**src/pkg/port_pkg.sv**
```systemverilog
// Shared constants for the host/test shared serial port
package port_pkg;
    localparam int          CMD_BITS      = 8;
    localparam int          CMD_READ_BIT  = 7;
    localparam int          ADDR_BITS     = 4;
    localparam int          DATA_BITS     = 16;
    localparam int          FRAME_BITS    = CMD_BITS + DATA_BITS;
    localparam int          REG_COUNT     = 16;
    localparam logic [15:0] REG_RESET     = 16'h0000;
    localparam int          STATUS_ADDR   = 0;
    localparam int          IR_BITS       = 2;
    localparam logic [1:0]  IR_CAPTURE    = 2'h1;
    localparam logic [1:0]  IR_BYPASS     = 2'h3;
    localparam logic [1:0]  IR_SCAN       = 2'h1;
    localparam int          SCAN_BITS     = 8;
    localparam int          SCAN_ADDR     = 1;
    localparam int          CLK_SYS_NS    = 10;
    localparam int          SCLK_PERIOD_NS = 160;
    localparam int          SCLK_HALF_CYC = (SCLK_PERIOD_NS + 2 * CLK_SYS_NS - 1) / (2 * CLK_SYS_NS);
endpackage : port_pkg

```
**src/pkg/shared_port_if.sv**
```systemverilog
// Pins shared between the device end and the host or tester end
`timescale 1ns/100ps
interface shared_port_if;
    logic mode_test;
    logic reset_pin_n;
    logic loop_output_enable;
    logic sclk_tck;
    logic cs_tms;
    logic serial_in_or_test_in;
    logic serial_out_or_test_out;
    logic serial_out_oe;
    logic loop_serial_output_p;
    logic loop_serial_output_n;
    logic loop_serial_output_oe;
    logic serial_out_level;

    // Pulled high when nobody drives it
    assign serial_out_level = serial_out_oe ? serial_out_or_test_out : 1'b1;

    modport device (
        input  mode_test, reset_pin_n, loop_output_enable, sclk_tck, cs_tms, serial_in_or_test_in,
        output serial_out_or_test_out, serial_out_oe,
        output loop_serial_output_p, loop_serial_output_n, loop_serial_output_oe
    );
    modport host (
        output mode_test, reset_pin_n, loop_output_enable, sclk_tck, cs_tms, serial_in_or_test_in,
        input  serial_out_level
    );
endinterface : shared_port_if

```
**src/logic/pin_sampler.sv**
```systemverilog
// Two-stage synchroniser with edge detection for asynchronous pins
`timescale 1ns/100ps
module pin_sampler #(
    parameter int W = 1
) (
    // Clock and reset
    input  wire logic         clk_sys,
    input  wire logic         nrst,
    // Pins
    input  wire logic [W-1:0] pin,
    // Sampled
    output logic      [W-1:0] level,
    output logic      [W-1:0] rise,
    output logic      [W-1:0] fall
);
    logic [W-1:0] stage1;
    logic [W-1:0] stage2;
    logic [W-1:0] stage3;

    always_ff @(posedge clk_sys or negedge nrst)
    begin
        if (!nrst)
        begin
            stage1 <= '0;
            stage2 <= '0;
            stage3 <= '0;
        end
        else
        begin
            stage1 <= pin;
            stage2 <= stage1;
            stage3 <= stage2;
        end
    end

    assign level = stage2;
    assign rise  = stage2 & ~stage3;
    assign fall  = ~stage2 & stage3;
endmodule : pin_sampler

```
**src/logic/device_port.sv**
```systemverilog
// Device end: shared host register port or boundary-scan port
`timescale 1ns/100ps
// What this block does
// - Loop enable low floats loop outputs
// - Host-mode reset defaults blocks, floats outputs
// - Far side keeps reset high normally
// - Test-mode reset defaults, holds test sequence
// - Reset release restarts test sequence from reset state
// - Select high gives pins to boundary scan
// - Select low gives pins to host port
// - Host mode: select pin is active-low chip select
// - Test mode: select pin is active-high TMS
// - Unused host port: chip select tied high
// - Host mode: output pin shifts register reads
// - Host writes address and data serially
// - Test mode: output pin is TDO
// - Tester drives TDI on input pin
// - Shared clock is burst clock or TCK
// - Words move synchronously with serial clock
module device_port
    import port_pkg::*;
(
    // Clock and reset
    input  wire logic                                 clk_sys,
    input  wire logic                                 nrst,
    // Shared pins
    shared_port_if.device                             port,
    // User side
    input  wire logic                                 loop_data,
    input  wire logic [DATA_BITS-1:0]                 status_word,
    output logic      [REG_COUNT-1:0][DATA_BITS-1:0]  config_regs,
    output logic                                      test_active,
    output logic                                      held_in_reset
);
    typedef enum {
        TAP_RESET, TAP_IDLE, TAP_SEL_DR, TAP_CAP_DR, TAP_SH_DR, TAP_EX1_DR, TAP_PAU_DR, TAP_EX2_DR,
        TAP_UPD_DR, TAP_SEL_IR, TAP_CAP_IR, TAP_SH_IR, TAP_EX1_IR, TAP_PAU_IR, TAP_EX2_IR, TAP_UPD_IR
    } tap_state_t;
    typedef enum {
        SP_CMD, SP_DATA, SP_DONE
    } serial_phase_t;

    logic [5:0]           pin_level;
    logic [5:0]           pin_rise;
    logic [5:0]           pin_fall;
    logic                 reset_s;
    logic                 mode_s;
    logic                 loop_en_s;
    logic                 tms_s;
    logic                 tdi_s;
    logic                 clk_rise;
    logic                 clk_fall;
    logic                 func_reset;
    logic                 host_sel;
    logic                 tap_hold;
    logic                 last_cmd_bit;
    logic                 last_data_bit;
    logic                 cmd_read;
    logic [ADDR_BITS-1:0] cmd_addr;
    logic [DATA_BITS-1:0] read_value;
    logic                 tap_shifting;
    logic                 tap_bit;
    logic                 next_serial_out;
    logic                 next_serial_oe;
    logic                 next_loop_oe;
    tap_state_t           tap;
    tap_state_t           next_tap;
    serial_phase_t        phase;
    logic [4:0]           bit_cnt;
    logic [CMD_BITS-1:0]  cmd_shift;
    logic [DATA_BITS-1:0] wr_shift;
    logic [DATA_BITS-1:0] rd_shift;
    logic                 host_bit;
    logic [IR_BITS-1:0]   ir;
    logic [IR_BITS-1:0]   ir_shift;
    logic                 bypass_bit;
    logic [SCAN_BITS-1:0] scan_shift;
    logic                 tdo_bit;

    pin_sampler #(
        .W (6)
    ) u_pins (
        .clk_sys (clk_sys),
        .nrst    (nrst),
        .pin     ({port.reset_pin_n, port.mode_test, port.loop_output_enable,
                   port.sclk_tck, port.cs_tms, port.serial_in_or_test_in}),
        .level   (pin_level),
        .rise    (pin_rise),
        .fall    (pin_fall)
    );

    // Sampled pins
    assign reset_s    = pin_level[5];
    assign mode_s     = pin_level[4];
    assign loop_en_s  = pin_level[3];
    assign clk_rise   = pin_rise[2];
    assign clk_fall   = pin_fall[2];
    assign tms_s      = pin_level[1];
    assign tdi_s      = pin_level[0];
    assign func_reset = !reset_s;
    assign host_sel   = !mode_s && !tms_s && !func_reset;
    assign tap_hold   = !mode_s || func_reset;

    // Host command decode
    assign last_cmd_bit  = (phase == SP_CMD) && (bit_cnt == 5'(CMD_BITS - 1));
    assign last_data_bit = (phase == SP_DATA) && (bit_cnt == 5'(DATA_BITS - 1));
    assign cmd_read      = last_cmd_bit ? cmd_shift[CMD_READ_BIT-1] : cmd_shift[CMD_READ_BIT];
    assign cmd_addr      = last_cmd_bit ? {cmd_shift[ADDR_BITS-2:0], tdi_s} : cmd_shift[ADDR_BITS-1:0];
    assign read_value    = (cmd_addr == ADDR_BITS'(STATUS_ADDR)) ? status_word : config_regs[cmd_addr];

    // Host serial register port
    always_ff @(posedge clk_sys or negedge nrst)
    begin
        if (!nrst)
        begin
            phase     <= SP_CMD;
            bit_cnt   <= 5'h00;
            cmd_shift <= '0;
            wr_shift  <= '0;
            rd_shift  <= '0;
            host_bit  <= 1'b0;
        end
        else if (!host_sel)
        begin
            phase    <= SP_CMD;
            bit_cnt  <= 5'h00;
            host_bit <= 1'b0;
        end
        else
        begin
            if (clk_rise && phase == SP_CMD)
            begin
                cmd_shift <= {cmd_shift[CMD_BITS-2:0], tdi_s};
                bit_cnt   <= last_cmd_bit ? 5'h00 : bit_cnt + 5'h01;
                if (last_cmd_bit)
                begin
                    phase    <= SP_DATA;
                    rd_shift <= read_value;
                end
            end
            else if (clk_rise && phase == SP_DATA)
            begin
                wr_shift <= {wr_shift[DATA_BITS-2:0], tdi_s};
                bit_cnt  <= bit_cnt + 5'h01;
                if (last_data_bit)
                begin
                    phase <= SP_DONE;
                end
            end
            if (clk_fall && phase == SP_DATA && cmd_read)
            begin
                host_bit <= rd_shift[DATA_BITS-1];
                rd_shift <= {rd_shift[DATA_BITS-2:0], 1'b0};
            end
        end
    end

    // Register store
    always_ff @(posedge clk_sys or negedge nrst)
    begin
        if (!nrst)
        begin
            config_regs <= {REG_COUNT{REG_RESET}};
        end
        else if (func_reset)
        begin
            config_regs <= {REG_COUNT{REG_RESET}};
        end
        else if (host_sel && clk_rise && last_data_bit && !cmd_read)
        begin
            config_regs[cmd_addr] <= {wr_shift[DATA_BITS-2:0], tdi_s};
        end
    end

    // Test access state sequence
    always_comb
    begin
        next_tap = tap;
        case (tap)
            TAP_RESET:  next_tap = tms_s ? TAP_RESET  : TAP_IDLE;
            TAP_IDLE:   next_tap = tms_s ? TAP_SEL_DR : TAP_IDLE;
            TAP_SEL_DR: next_tap = tms_s ? TAP_SEL_IR : TAP_CAP_DR;
            TAP_CAP_DR: next_tap = tms_s ? TAP_EX1_DR : TAP_SH_DR;
            TAP_SH_DR:  next_tap = tms_s ? TAP_EX1_DR : TAP_SH_DR;
            TAP_EX1_DR: next_tap = tms_s ? TAP_UPD_DR : TAP_PAU_DR;
            TAP_PAU_DR: next_tap = tms_s ? TAP_EX2_DR : TAP_PAU_DR;
            TAP_EX2_DR: next_tap = tms_s ? TAP_UPD_DR : TAP_SH_DR;
            TAP_UPD_DR: next_tap = tms_s ? TAP_SEL_DR : TAP_IDLE;
            TAP_SEL_IR: next_tap = tms_s ? TAP_RESET  : TAP_CAP_IR;
            TAP_CAP_IR: next_tap = tms_s ? TAP_EX1_IR : TAP_SH_IR;
            TAP_SH_IR:  next_tap = tms_s ? TAP_EX1_IR : TAP_SH_IR;
            TAP_EX1_IR: next_tap = tms_s ? TAP_UPD_IR : TAP_PAU_IR;
            TAP_PAU_IR: next_tap = tms_s ? TAP_EX2_IR : TAP_PAU_IR;
            TAP_EX2_IR: next_tap = tms_s ? TAP_UPD_IR : TAP_SH_IR;
            TAP_UPD_IR: next_tap = tms_s ? TAP_SEL_DR : TAP_IDLE;
            default:    next_tap = TAP_RESET;
        endcase
    end

    assign tap_shifting = (tap == TAP_SH_DR) || (tap == TAP_SH_IR);
    assign tap_bit      = (tap == TAP_SH_IR) ? ir_shift[0] : ((ir == IR_BYPASS) ? bypass_bit : scan_shift[0]);

    always_ff @(posedge clk_sys or negedge nrst)
    begin
        if (!nrst)
        begin
            tap        <= TAP_RESET;
            ir         <= IR_BYPASS;
            ir_shift   <= '0;
            bypass_bit <= 1'b0;
            scan_shift <= '0;
            tdo_bit    <= 1'b0;
        end
        else if (tap_hold)
        begin
            tap     <= TAP_RESET;
            ir      <= IR_BYPASS;
            tdo_bit <= 1'b0;
        end
        else
        begin
            if (clk_rise)
            begin
                tap <= next_tap;
                case (tap)
                    TAP_RESET:  ir <= IR_BYPASS;
                    TAP_CAP_IR: ir_shift <= IR_CAPTURE;
                    TAP_SH_IR:  ir_shift <= {tdi_s, ir_shift[IR_BITS-1:1]};
                    TAP_UPD_IR: ir <= ir_shift;
                    TAP_CAP_DR:
                    begin
                        bypass_bit <= 1'b0;
                        scan_shift <= config_regs[SCAN_ADDR][SCAN_BITS-1:0];
                    end
                    TAP_SH_DR:
                    begin
                        bypass_bit <= tdi_s;
                        scan_shift <= {tdi_s, scan_shift[SCAN_BITS-1:1]};
                    end
                    default:    ir <= ir;
                endcase
            end
            if (clk_fall)
            begin
                tdo_bit <= tap_bit;
            end
        end
    end

    // Pin drivers
    assign next_serial_out = mode_s ? tdo_bit : host_bit;
    assign next_serial_oe  = mode_s ? (!func_reset && tap_shifting) : host_sel;
    assign next_loop_oe    = loop_en_s && !(func_reset && !mode_s);

    always_ff @(posedge clk_sys or negedge nrst)
    begin
        if (!nrst)
        begin
            port.serial_out_or_test_out <= 1'b0;
            port.serial_out_oe          <= 1'b0;
            port.loop_serial_output_p   <= 1'b0;
            port.loop_serial_output_n   <= 1'b1;
            port.loop_serial_output_oe  <= 1'b0;
            test_active                 <= 1'b0;
            held_in_reset               <= 1'b1;
        end
        else
        begin
            port.serial_out_or_test_out <= next_serial_out;
            port.serial_out_oe          <= next_serial_oe;
            port.loop_serial_output_p   <= loop_data;
            port.loop_serial_output_n   <= !loop_data;
            port.loop_serial_output_oe  <= next_loop_oe;
            test_active                 <= mode_s;
            held_in_reset               <= func_reset;
        end
    end
endmodule : device_port

```
**src/flat_wrapper.sv**
```systemverilog
// flat-port wrapper written by rule: the top's interface ports become plain ports
module device_port_flat import port_pkg::*;
  (clk_sys, nrst, loop_data, status_word, config_regs, test_active, held_in_reset, port_mode_test, port_reset_pin_n, port_loop_output_enable, port_sclk_tck, port_cs_tms, port_serial_in_or_test_in, port_serial_out_or_test_out, port_serial_out_oe, port_loop_serial_output_p, port_loop_serial_output_n, port_loop_serial_output_oe);
  shared_port_if port_i ();
  input  wire logic clk_sys;
  input  wire logic nrst;
  input  wire logic loop_data;
  input  wire logic [DATA_BITS-1:0] status_word;
  output logic      [REG_COUNT-1:0][DATA_BITS-1:0] config_regs;
  output logic test_active;
  output logic held_in_reset;
  input wire logic [$bits(port_i.mode_test)-1:0] port_mode_test;
  input wire logic [$bits(port_i.reset_pin_n)-1:0] port_reset_pin_n;
  input wire logic [$bits(port_i.loop_output_enable)-1:0] port_loop_output_enable;
  input wire logic [$bits(port_i.sclk_tck)-1:0] port_sclk_tck;
  input wire logic [$bits(port_i.cs_tms)-1:0] port_cs_tms;
  input wire logic [$bits(port_i.serial_in_or_test_in)-1:0] port_serial_in_or_test_in;
  output wire logic [$bits(port_i.serial_out_or_test_out)-1:0] port_serial_out_or_test_out;
  output wire logic [$bits(port_i.serial_out_oe)-1:0] port_serial_out_oe;
  output wire logic [$bits(port_i.loop_serial_output_p)-1:0] port_loop_serial_output_p;
  output wire logic [$bits(port_i.loop_serial_output_n)-1:0] port_loop_serial_output_n;
  output wire logic [$bits(port_i.loop_serial_output_oe)-1:0] port_loop_serial_output_oe;
  assign port_i.mode_test = port_mode_test;
  assign port_i.reset_pin_n = port_reset_pin_n;
  assign port_i.loop_output_enable = port_loop_output_enable;
  assign port_i.sclk_tck = port_sclk_tck;
  assign port_i.cs_tms = port_cs_tms;
  assign port_i.serial_in_or_test_in = port_serial_in_or_test_in;
  assign port_serial_out_or_test_out = port_i.serial_out_or_test_out;
  assign port_serial_out_oe = port_i.serial_out_oe;
  assign port_loop_serial_output_p = port_i.loop_serial_output_p;
  assign port_loop_serial_output_n = port_i.loop_serial_output_n;
  assign port_loop_serial_output_oe = port_i.loop_serial_output_oe;
  device_port u_core (.clk_sys(clk_sys), .nrst(nrst), .port(port_i), .loop_data(loop_data), .status_word(status_word), .config_regs(config_regs), .test_active(test_active), .held_in_reset(held_in_reset));
endmodule
```
**config.mk**
```make
export PLATFORM = sky130hd
export DESIGN_NAME = device_port_flat
export DESIGN_NICKNAME = d
export VERILOG_FILES = /design/src/pkg/port_pkg.sv /design/src/pkg/shared_port_if.sv /design/src/logic/pin_sampler.sv /design/src/logic/device_port.sv /design/src/flat_wrapper.sv
export SDC_FILE = /design/constraint.sdc
export NUM_CORES = 1
export LEC_CHECK = 0
export ABC_AREA = 0
export BUFFER_PORTS_ARGS = -buffer_cell sky130_fd_sc_hd__buf_2
export CAP_MARGIN = 30
export CORE_MARGIN = 5
export CORE_UTILIZATION = 45
export CTS_CLUSTER_SIZE = 8
export DETAILED_ROUTE_END_ITERATION = 7
export GPL_TIMING_DRIVEN = 0
export PLACE_DENSITY = 0.75
export SYNTH_ARGS = -nofsm -noshare
export SYNTH_HDL_FRONTEND = slang
export SYNTH_HIERARCHICAL = 1
export SYNTH_SLANG_ARGS = --single-unit
export TNS_END_PERCENT = 30
```
**constraint.sdc**
```tcl
create_clock -name clk_sys -period 3.71 [get_ports clk_sys]
set_input_delay 0.1855 -clock clk_sys [delete_from_list [all_inputs] [get_ports clk_sys]]
set_output_delay 0.1855 -clock clk_sys [all_outputs]
set_load 0.005 [all_outputs]
```
==> results.txt <==
Status - finished with violations
Failing checks - DRC, setup timing
CTS tree - built
Die height - 213.1 um
Initial DRC Count - 2155
Top delay family on crit path - buffers and inverters
Worst-path clk slew - 0.05 ns
Buf/Inv on CP - 3
Clk buf depth - 3
Fmax - 264.8 MHz
Total number of vias - 17400
Clock Sink Count - 341
Worst-Skew Late Latency - 0.59 ns
Clk_skew - 0.03170 ns
Wirelength per Cell - 29.93 um
GRT Total Usage - 34.72%
Routability cong. - 1.051
CP max FO - 10
WP data arrival - 4.24 ns
Most frequent cells in the layout - buf_2 (339), dfrtp_1 (337), mux2i_1 (323), nor2_1 (274), nand2_1 (150)
Post-CTS Setup Bufs - 0
Final Power - 9219 uW
Fillers - 3567
Htree depth - 2
Req. time, crit path - 4.17 ns
Vias in the first global route - 16920
Clock share of power - 44.4%
Area growth, synth to finish - 20.14%
Yosys warnings - 6
Leakage dissipation - 0.01011 uW
Cell Pwr Density - 413.4 mW/mm2
Final net count - 2171
Share of cells above drive strength 1 - 24.24%
Commonest non-fill, non-tap cell in the layout - buf_2
Slowest cell delay on critical path - 0.85 ns
Comb pwr share - 14.8%
Syn nets - 1813
Worst slew pin tran - 1.087 ns
Switching pwr - 2663 uW
Total grt overflow - 0
Setup crit end kind - flip-flop
Total of max-cap violations - 0
Total CTS buffers - 48
Io pins - 288
ANT nets after route - 0
Critical path class - reg -> reg
Max Slew Vio Count - 0
Final Hold Fails - 0
Design area - 0.02230 mm2
Synthesized netlist cell count - 1786
CP cell instances - clkbuf_1 -> buf_2 -> buf_1 -> mux2i_1 -> o22ai_1 -> o21ai_0 -> nand4_1 -> o31a_1
Vias/cell - 6.445
TNS Setup - -0.06598 ns
Slowest CP cell - buf_1
VDD IR max - 347.3 uV
Initial Utilization - 45.46%
Cells after DPL - 2610
Sequential power share - 40.8%
Port Buf Inserts - 287
Die Span X - 213.1 um
Met3 usage - 9.962%
Number of remaining DRC errors - 4
Non-Filler Instances - 2699
DP HPWL - 58530 um
Avg Synthesized Cell Area - 10.39 um2
Setup violators final - 1
Mapped cell area - 0.01856 mm2
Switching part of the total - 28.88%
Num rows - 74
Shortest period the worst path allows - 3.776 ns
Pre-CTS setup slack - -0.2083 ns
Drt total wl - 80790 um
Global-route track usage on met2 - 53.12%
Setup ws final - -0.06598 ns
CP Launch Type - flip-flop
Int Pwr - 6556 uW
Worst reg-to-reg setup slack - -0.07 ns
Root Buffer - clkbuf_16
Met1 Track Usage GR - 45.55%
Placed Instance Area - 0.02075 mm2
First-pass GRT wire length - 115800 um
Top Usage Layer GRT - met2
Antenna violations before repair - 1
Largest net degree at the start of global routing - 123
TritonRoute pass-1 iters - 8
Die area - 0.04541 mm2
RSZ-0062 raised after global routing - false
Hold/Removal Path Class - in -> reg
Core area - 0.04083 mm2
Fin crit share - 101.8%
Relative slew margins - 27.51%
[cell type report]
type / count / area (um2) / area share, %
Buffer: 167 / 808.3 / 3.625
Inverter: 13 / 48.80 / 0.2188
Sequential cell: 341 / 8538 / 38.29
Clock buffer: 71 / 1340 / 6.009
Antenna cell: 1 / 2.502 / 0.01122
Tap cell: 532 / 665.6 / 2.985
Clock inverter: 1 / 16.27 / 0.07294
Multi-Input combinational cell: 1265 / 9180 / 41.17
Timing Repair Buffer: 308 / 1699 / 7.620
[power groups by stage]
stage	sequential [uW]	combinational, uW	clock [uW]
after CTS	3760	1290	4130
after detailed placement	3820	1270	0
after global routing	3760	1390	4280
final	3760	1370	4090
after global placement	3820	1250	0
after floorplan	3820	702	0
[worst reg2reg max path: stages, from the launching register on]
cell	delay [ns]
dfrtp_1	0.32
clkbuf_1	0.39
buf_2	0.48
buf_1	0.85
mux2i_1	0.29
o22ai_1	0.16
o21ai_0	0.68
nand4_1	0.18
o31a_1	0.32
[timing repair]
action,4_1_cts,5_1_grt
gates resized for setup,3,8
pin swaps,0,1
hold buffers,14,0
endpoints found under the hold margin,108,0
endpoints found under the setup margin,3,7
[path summary, 6_finish.rpt]
path | end | from | cells past startpoint
hold / removal | u_core/rd_shift[12]$_DFFE_PN0P_ | status_word[12] | 3
max in group asynchronous | u_core/config_regs[235]$_DFFE_PN0P_ | nrst | 3
setup reg to reg | u_core/rd_shift[9]$_DFFE_PN0P_ | u_core/u_pins/level[0]$_DFF_PN0_ | 8
min in group asynchronous | u_core/tap[1]$_DFFE_PN0P_ | nrst | 2
setup / recovery | u_core/rd_shift[9]$_DFFE_PN0P_ | u_core/u_pins/level[0]$_DFF_PN0_ | 8
hold reg to reg | u_core/u_pins/level[0]$_DFF_PN0_ | u_core/u_pins/stage1[0]$_DFF_PN0_ | 0
[registers in the layout, summed over array words and instances, names as in the netlist, 4 cells and up]
| signal | count |
|---|---|
| u_core/u_pins/stage1 | 6 |
| u_core/scan_shift | 8 |
| u_core/wr_shift | 15 |
| u_core/tap | 4 |
| u_core/bit_cnt | 5 |
| u_core/rd_shift | 16 |
| u_core/config_regs | 256 |
| u_core/u_pins/level | 6 |
| u_core/cmd_shift | 8 |
[metal layers]
layer	routed length, um	share of wire, %	vias up
met5	7	0.0087	-
met4	4842	6.0	2
met3	9626	12	329
met2	35850	44	1338
met1	30460	38	8572
li1	-	-	7155
[through the flow]
step,utilization (%),hold slack (ns)
after global placement,50.60,0.2945
after floorplan,-,-0.1101
after global routing,54.61,0.04112
final,54.61,0.02817
after CTS,54.52,0.001357
after detailed placement,50.83,0.2827
Note: power is estimated with default switching activity, not from simulation.
